`src/shared/ubbp_params.svh`:
```
// Summary of operation
// RULE1 - Async mode brings strobes out to pins.
// RULE2 - Async mode drives host bytes onto outputs.
// RULE3 - Each pin individually input or output.
// RULE4 - Async output pace set by baud ticks.
// RULE5 - Pins change on new byte plus tick.
// RULE6 - Sync mode updates pins only on host byte.
// RULE7 - Sync update strobe after byte placed on pins.
// RULE8 - Sync sampling only caused by host write.
// RULE9 - Sync waits for room toward host.
// RULE10 - Sync samples pins before applying byte.
// RULE11 - Mode command value 1 selects async.
// RULE12 - Mode command value 4 selects sync.
// RULE13 - Sample strobe high while capturing, low on update.
// RULE14 - One setup cycle, then update strobe pulse.
// RULE15 - Sample strobe rising edge marks capture.
// RULE16 - Setup command carries direction mask, held.
// RULE17 - All-input still needs writes to sample.
// RULE18 - Mask one is output, zero input.
// RULE19 - Strobes active low, idle high.
`ifndef UBBP_PARAMS_SVH
`define UBBP_PARAMS_SVH
`define UBBP_MODE_RESET    8'h00
`define UBBP_MODE_ASYNC    8'h01
`define UBBP_MODE_SYNC     8'h04
`define UBBP_DIR_RESET     8'h00
`define UBBP_PINS_RESET    8'h00
`define UBBP_BAUD_DIV      16'd10
`define UBBP_SETUP_CYCLES  1
`endif

```
`src/shared/ubbp_pkg.sv`:
```
package ubbp_pkg;
  typedef enum logic [4:0]
  {
    UBBP_IDLE    = 5'b00001,
    UBBP_SAMPLE  = 5'b00010,
    UBBP_APPLY   = 5'b00100,
    UBBP_SETUP   = 5'b01000,
    UBBP_STROBE  = 5'b10000
  } ubbp_state_type;
endpackage

```
`src/shared/ubbp_if.sv`:
```
`timescale 1ns/1ps
interface ubbp_if;
  logic [7:0] pins_out;
  logic [7:0] pins_oe;
  logic [7:0] pins_in;
  logic       pin_sample_strobe_n;
  logic       pin_update_strobe_n;
  modport device
  (
    output pins_out,
    output pins_oe,
    input  pins_in,
    output pin_sample_strobe_n,
    output pin_update_strobe_n
  );
  modport logic_end
  (
    input  pins_out,
    input  pins_oe,
    output pins_in,
    input  pin_sample_strobe_n,
    input  pin_update_strobe_n
  );
endinterface

```
`src/rtl/ubbp_device.sv`:
```
`timescale 1ns/1ps
`include "ubbp_params.svh"
module ubbp_device
  import ubbp_pkg::*;
#(
  parameter logic [15:0] BAUD_DIV = `UBBP_BAUD_DIV
)
(
  input  wire logic       sys_clk,
  input  wire logic       nrst,
  input  wire logic       setup_valid,
  input  wire logic [7:0] setup_mode,
  input  wire logic [7:0] setup_dir_mask,
  input  wire logic       rx_valid,
  input  wire logic [7:0] rx_data,
  output logic            rx_ready,
  input  wire logic       tx_ready,
  output logic            tx_valid,
  output logic [7:0]      tx_data,
  output logic [7:0]      mode,
  ubbp_if.device          port
);
  logic [7:0]     mode_reg;
  logic [7:0]     dir_reg;
  logic [7:0]     pins_reg;
  logic [15:0]    baud_cnt_reg;
  logic           baud_tick;
  logic           rd_n_reg;
  logic           wr_n_reg;
  logic           rx_ready_reg;
  logic           tx_valid_reg;
  logic [7:0]     tx_data_reg;
  logic [7:0]     hold_reg;
  ubbp_state_type state_reg;
  logic           is_async;
  logic           is_sync;
  logic           take_async;
  logic           take_sync;

  ////////////////////////////////////////////////////////////////////////////
  assign is_async = (mode_reg == `UBBP_MODE_ASYNC);
  assign is_sync  = (mode_reg == `UBBP_MODE_SYNC);
  assign baud_tick = (baud_cnt_reg == 16'h0000);
  // Async takes a byte only when one waits and the baud tick falls.
  assign take_async = is_async && rx_valid && baud_tick && state_reg == UBBP_IDLE; // RULE4
  // Sync refuses to start while the host side cannot take a sample.
  assign take_sync = is_sync && rx_valid && tx_ready && !tx_valid_reg && state_reg == UBBP_IDLE; // RULE9
  assign rx_ready = rx_ready_reg;
  assign tx_valid = tx_valid_reg;
  assign tx_data  = tx_data_reg;
  assign mode     = mode_reg;
  assign port.pins_out = pins_reg;
  assign port.pins_oe  = dir_reg; // RULE18
  assign port.pin_sample_strobe_n = rd_n_reg;
  assign port.pin_update_strobe_n = wr_n_reg;

  ////////////////////////////////////////////////////////////////////////////
  always_ff @(posedge sys_clk or negedge nrst)
  begin
    if (!nrst)
    begin
      mode_reg <= `UBBP_MODE_RESET;
      dir_reg  <= `UBBP_DIR_RESET;
    end
    else if (setup_valid && state_reg == UBBP_IDLE)
    begin
      if (setup_mode == `UBBP_MODE_ASYNC || setup_mode == `UBBP_MODE_SYNC || setup_mode == `UBBP_MODE_RESET)
      begin
        mode_reg <= setup_mode; // RULE11 RULE12
      end
      dir_reg <= setup_dir_mask; // RULE16 RULE3
    end
  end

  always_ff @(posedge sys_clk or negedge nrst)
  begin
    if (!nrst)
    begin
      baud_cnt_reg <= 16'h0000;
    end
    else if (baud_tick)
    begin
      baud_cnt_reg <= BAUD_DIV - 16'h0001;
    end
    else
    begin
      baud_cnt_reg <= baud_cnt_reg - 16'h0001;
    end
  end

  ////////////////////////////////////////////////////////////////////////////
  // Pins only ever move here; masked-off bits still store but are not driven.
  always_ff @(posedge sys_clk or negedge nrst)
  begin
    if (!nrst)
    begin
      state_reg    <= UBBP_IDLE;
      pins_reg     <= `UBBP_PINS_RESET;
      hold_reg     <= 8'h00;
      rd_n_reg     <= 1'b1; // RULE19
      wr_n_reg     <= 1'b1;
      rx_ready_reg <= 1'b0;
      tx_valid_reg <= 1'b0;
      tx_data_reg  <= 8'h00;
    end
    else
    begin
      rx_ready_reg <= 1'b0;
      if (tx_valid_reg && tx_ready)
      begin
        tx_valid_reg <= 1'b0;
      end
      case (state_reg)
        UBBP_IDLE:
        begin
          wr_n_reg <= 1'b1;
          rd_n_reg <= 1'b1;
          if (take_async)
          begin
            pins_reg     <= rx_data; // RULE2 RULE5
            rx_ready_reg <= 1'b1;
            wr_n_reg     <= 1'b0; // RULE1
            rd_n_reg     <= 1'b0;
            state_reg    <= UBBP_STROBE;
          end
          else if (take_sync)
          begin
            hold_reg     <= rx_data; // RULE6 RULE8
            rx_ready_reg <= 1'b1;
            rd_n_reg     <= 1'b0;
            state_reg    <= UBBP_SAMPLE;
          end
        end
        UBBP_SAMPLE:
        begin
          rd_n_reg     <= 1'b1; // RULE13
          tx_data_reg  <= port.pins_in; // RULE10
          tx_valid_reg <= 1'b1;
          state_reg    <= UBBP_APPLY;
        end
        UBBP_APPLY:
        begin
          rd_n_reg  <= 1'b0; // RULE13
          pins_reg  <= hold_reg;
          state_reg <= UBBP_SETUP;
        end
        UBBP_SETUP:
        begin
          wr_n_reg  <= 1'b0; // RULE14 RULE7
          state_reg <= UBBP_STROBE;
        end
        UBBP_STROBE:
        begin
          wr_n_reg  <= 1'b1; // RULE14
          rd_n_reg  <= 1'b1; // RULE19
          state_reg <= UBBP_IDLE;
        end
        default:
        begin
          state_reg <= UBBP_IDLE;
        end
      endcase
    end
  end
endmodule

```
`src/flat_wrapper.sv`:
```
// flat-port wrapper written by rule: the top's interface ports become plain ports
module ubbp_device_flat import ubbp_pkg::*;
#(
  parameter logic [15:0] BAUD_DIV = `UBBP_BAUD_DIV
)
  (sys_clk, nrst, setup_valid, setup_mode, setup_dir_mask, rx_valid, rx_data, rx_ready, tx_ready, tx_valid, tx_data, mode, port_pins_out, port_pins_oe, port_pins_in, port_pin_sample_strobe_n, port_pin_update_strobe_n);
  ubbp_if port_i ();
  input  wire logic sys_clk;
  input  wire logic nrst;
  input  wire logic setup_valid;
  input  wire logic [7:0] setup_mode;
  input  wire logic [7:0] setup_dir_mask;
  input  wire logic rx_valid;
  input  wire logic [7:0] rx_data;
  output logic rx_ready;
  input  wire logic tx_ready;
  output logic tx_valid;
  output logic [7:0] tx_data;
  output logic [7:0] mode;
  output wire logic [$bits(port_i.pins_out)-1:0] port_pins_out;
  output wire logic [$bits(port_i.pins_oe)-1:0] port_pins_oe;
  input wire logic [$bits(port_i.pins_in)-1:0] port_pins_in;
  output wire logic [$bits(port_i.pin_sample_strobe_n)-1:0] port_pin_sample_strobe_n;
  output wire logic [$bits(port_i.pin_update_strobe_n)-1:0] port_pin_update_strobe_n;
  assign port_pins_out = port_i.pins_out;
  assign port_pins_oe = port_i.pins_oe;
  assign port_i.pins_in = port_pins_in;
  assign port_pin_sample_strobe_n = port_i.pin_sample_strobe_n;
  assign port_pin_update_strobe_n = port_i.pin_update_strobe_n;
  ubbp_device #(.BAUD_DIV(BAUD_DIV)) u_core (.sys_clk(sys_clk), .nrst(nrst), .setup_valid(setup_valid), .setup_mode(setup_mode), .setup_dir_mask(setup_dir_mask), .rx_valid(rx_valid), .rx_data(rx_data), .rx_ready(rx_ready), .tx_ready(tx_ready), .tx_valid(tx_valid), .tx_data(tx_data), .mode(mode), .port(port_i));
endmodule
```
`config.mk`:
```
export PLATFORM = sky130hd
export DESIGN_NAME = ubbp_device_flat
export DESIGN_NICKNAME = d
export VERILOG_FILES = /design/src/shared/ubbp_pkg.sv /design/src/shared/ubbp_if.sv /design/src/rtl/ubbp_device.sv /design/src/flat_wrapper.sv
export VERILOG_INCLUDE_DIRS = /design/src /design/src/shared
export SDC_FILE = /design/constraint.sdc
export NUM_CORES = 1
export LEC_CHECK = 0
export ABC_CLOCK_PERIOD_IN_PS = 2000
export BUFFER_PORTS_ARGS = -buffer_cell sky130_fd_sc_hd__buf_4
export CORE_AREA = 2 2 72 101
export DETAILED_ROUTE_END_ITERATION = 6
export DIE_AREA = 0 0 74 103
export HOLD_SLACK_MARGIN = 0.05
export PLACE_DENSITY = 0.79
export SYNTH_ARGS = -nofsm -noshare
export SYNTH_HDL_FRONTEND = slang
export SYNTH_SLANG_ARGS = --single-unit
```
`constraint.sdc`:
```
create_clock -name sys_clk -period 2 [get_ports sys_clk]
set_input_delay 0.3 -clock sys_clk [delete_from_list [all_inputs] [get_ports sys_clk]]
set_output_delay 0.3 -clock sys_clk [all_outputs]
set_load 0.03 [all_outputs]
```
==> results.py <==
metrics = {
    "timing": {
        "rsz0062_at_grt": "false",
        "worst_slack_ps": 150,
        "setup-tns-final_ps": 0,
        "slew_viol_final": 0,
        "hold_ws_ps": 56.2,
        "timing.final.crit_share_pct": 92.5,
        "timing_hold_violations_final": 0,
        "slew-limit-headroom_pct": 45.8,
        "setup_violations": 0,
        "timing.clock.skew_ps": 10.2,
        "maxClockFrequency_mhz": 541,
        "timing.final.crit_period_ps": 1850,
        "worstMarginPinSlew_ps": 812,
    },
    "floorplan": {
        "dieWidth_um": 74,
        "core_region_area_um2": 6800,
        "core.rowCount": 36,
        "dieArea_um2": 7620,
        "die-height_um": 103,
        "initial_utilization_pct": 43.2,
        "io_pins": 73,
    },
    "min_path": {
        "hp-class": "in2async",
    },
    "synth": {
        "synth.most_common_cell": "sky130_fd_sc_hd__dfrtp_1",
        "postSynthAreaPerCell_um2": 12.3,
        "seq_area_frac_synth_pct": 55.5,
        "synth_top_cell_area_share_pct": 52.8,
        "largest_family_of_logic_cells_by_synthesized_area": "simple AND/OR/NAND/NOR gates",
        "synth_warnings": 0,
        "mappedNetlistNets": 277,
        "synthesis.area_um2": 2940,
        "synth_xor_xnor_area_share_pct": 3.28,
        "synth_fa_ha_area_share_pct": 0.851,
        "post-synth-top-area-cell": "sky130_fd_sc_hd__dfrtp_1",
        "yosysUniqueCellTypes": 44,
        "synth_seq_cells": 65,
        "synth.area.mux_share_pct": 10.3,
        "synth_ff_type": "sky130_fd_sc_hd__dfrtp_1",
        "synth_cells": 238,
        "yosys.area_share.simple_pct": 20.3,
        "async_set_reset_flop_share_out_of_synthesis_pct": 100,
        "synth-compound-area-share_pct": 7.45,
        "synth_edf_count": 0,
        "synth.top_cells.by_count": "sky130_fd_sc_hd__dfrtp_1, sky130_fd_sc_hd__mux2_2, sky130_fd_sc_hd__nor2_1",
        "netlist_top_cells_area": "sky130_fd_sc_hd__dfrtp_1, sky130_fd_sc_hd__mux2_2, sky130_fd_sc_hd__a221o_1",
    },
    "finish": {
        "number_of_antenna_diodes": 0,
        "number_of_flip_flops_in_the_largest_register": 16,
        "area.growth.synth_to_final_pct": 31.8,
        "area.sequential_um2": 1630,
        "multi_input_area_um2": 1270,
        "layout_cell_share_with_drive_strength_beyond_1_pct": 42.7,
        "finish.net_count": 364,
        "fill_cells": 564,
    },
    "clock_network": {
        "clock_tree.htree_level_count": 3,
        "max-clock-path-buffers": 2,
        "cts.clk_slew.worst_paths_ps": 70,
        "cts-root-buf": "sky130_fd_sc_hd__clkbuf_8",
        "tritoncts": "yes",
        "clock_sink_count": 65,
        "clock_buffers_created_by_tritoncts": 9,
        "clock_insertion_delay_worst_skew_ps": 340,
    },
    "route": {
        "viasPerCell": 5.21,
        "detailroute.via_count": 2215,
        "drt_pre_antenna_iters": 4,
        "drtIter0Drc": 102,
        "drc": 0,
        "final_antenna_net_count": 0,
        "totalWireLength_mm": 6.62,
        "wl_per_cell_um": 15.6,
    },
    "run": {
        "drv_cap": 0,
    },
    "global_routing": {
        "number_of_antenna_violations_at_the_first_check_in_global_routing": 0,
        "grt-ovfl-total": 0,
        "grt_pass1_wl_mm": 10.5,
        "grt_max_degree": 66,
        "grt_usage_pct": 18.2,
        "vias_in_the_first_global_route": 2194,
    },
    "placed_design": {
        "post-dp-hpwl_mm": 4.70,
        "dp_slack_ps": 104,
        "place.port_buffers": 72,
        "place.gp.congestion": 0.859,
    },
    "setup_path": {
        "crit_path_end_kind": "flop",
        "crit_type": "reg2reg",
        "crit_required_ps": 2270,
        "critical-path-top-delay-family": "simple AND/OR/NAND/NOR gates",
        "critical-path-slowest-cell": "sky130_fd_sc_hd__nor4b_2",
        "critPathMaxFanout": 10,
        "cp_num_buf_inv": 1,
        "worst_ep_arrival_time_ps": 2120,
        "timing.critical_path.cells": "nor4b_2 -> and4_2 -> nor2b_1 -> buf_4 -> a221o_1",
        "setup.worst_path.start_class": "flop",
        "timing.critical_path.slowest_cell_delay_ps": 420,
    },
    "power_and_ir_drop": {
        "vdd.ir_drop.worst_mv": 0.490,
        "share_seq_of_total_power_pct": 42.4,
        "p_int_mw": 2.75,
        "p_per_area_nw_per_um2": 1020,
        "p_leak_nw": 1.83,
        "p_comb_share_pct": 26.5,
        "share_clk_of_total_power_pct": 31.2,
        "p_sw_mw": 1.21,
        "switching_portion_of_total_power_pct": 30.5,
    },
    "outcome": {
        "run_status": "complete, no violations",
    },
}
## cell type report
class,instances,area share [%]
sequential,65,42.1
multi-input combinational,163,32.9
timing repair buffer,82,15.9
clock buffer,11,3.65
tap,95,3.07
clock inverter,5,2.03
inverter,4,0.387
## worst reg2reg max path: stages (launching register included)
cell and delay [ps]:
sky130_fd_sc_hd__dfrtp_1 400, sky130_fd_sc_hd__nor4b_2 420, sky130_fd_sc_hd__and4_2 420, sky130_fd_sc_hd__nor2b_1 180, sky130_fd_sc_hd__buf_4 200, sky130_fd_sc_hd__a221o_1 160
## routing by layer
metal	track usage (%)	vias up	part of all wire [%]
met5	0	-	0
met2	31.0	49	55
met3	4.89	10	3.3
li1	-	1043	-
met4	8.11	0	1.9
met1	21.3	1113	40
## logic make-up (layout without fill, tap and decap cells)
| family | Yosys count | count (layout) |
|---|---|---|
| and+or+nand+nor | 89 | 90 |
| DFF | 65 | 65 |
| AOI/OAI and AO/OA | 33 | 33 |
| muxes | 27 | 27 |
| xor gates and xnor gates | 11 | 11 |
| buffers and inverters | 11 | 102 |
| adders and majority gates | 2 | 2 |
## cells in the final DEF, fill, tap and decap left out, drive strengths merged, types with 7 or more instances in the layout
| cell type | count |
|---|---|
| a221o | 8 |
| nand4 | 7 |
| nor2b | 9 |
| xor2 | 9 |
| clkbuf | 11 |
| o21ai | 10 |
| dfrtp | 62 |
| a21oi | 10 |
| mux2 | 27 |
| buf | 82 |
| nor2 | 23 |
## power groups by stage
stage / registers [mW] / clock network, mW / logic (mW)
finish: 1.68 / 1.23 / 1.05
global route: 1.70 / 1.33 / 1.12
CTS: 1.68 / 1.25 / 1.06
detailed placement: 1.70 / 0 / 1.05
global placement: 1.69 / 0 / 1.03
floorplan: 1.96 / 0 / 0.381
## through the flow
| step | cells | power [mW] | instance area (um^2) | utilization (%) |
|---|---|---|---|---|
| after floorplan | 238 | 2.34 | 2940 | - |
| after global placement | 408 | 2.72 | 3620 | 53.2 |
| after detailed placement | 408 | 2.76 | 3620 | 53.2 |
| after CTS | 424 | 3.99 | 3840 | 56.5 |
| after global routing | 425 | 4.15 | 3870 | 57.0 |
| final | 425 | 3.96 | 3870 | 57.0 |
## timing repair
| item | in CTS | in global routing |
|---|---|---|
| endpoints found under the hold margin | 0 | 0 |
| endpoints found under the setup margin | 0 | 15 |
| buffers inserted | 0 | 0 |
| hold buffers | 0 | 0 |
| resized for setup | 0 | 4 |
## final timing paths
kind | from | endpoint | slack (ps) | cells after the start
max | u_core.mode[4]$_DFFE_PN0P_ | u_core.port.pins_out[7]$_DFFE_PN0P_ | 150 | 5
min | nrst | u_core.tx_valid$_DFFE_PN0P_ | 60 | 1
max reg2reg | u_core.mode[4]$_DFFE_PN0P_ | u_core.port.pins_out[7]$_DFFE_PN0P_ | 150 | 5
min reg2reg | u_core.tx_data[4]$_DFFE_PN0P_ | u_core.tx_data[4]$_DFFE_PN0P_ | 510 | 1
max in group asynchronous | nrst | u_core.baud_cnt_reg[13]$_DFF_PN0_ | 1410 | 1
min in group sys_clk | tx_ready | u_core.tx_valid$_DFFE_PN0P_ | 160 | 2
No activity file was read; power rests on OpenSTA's default activity.
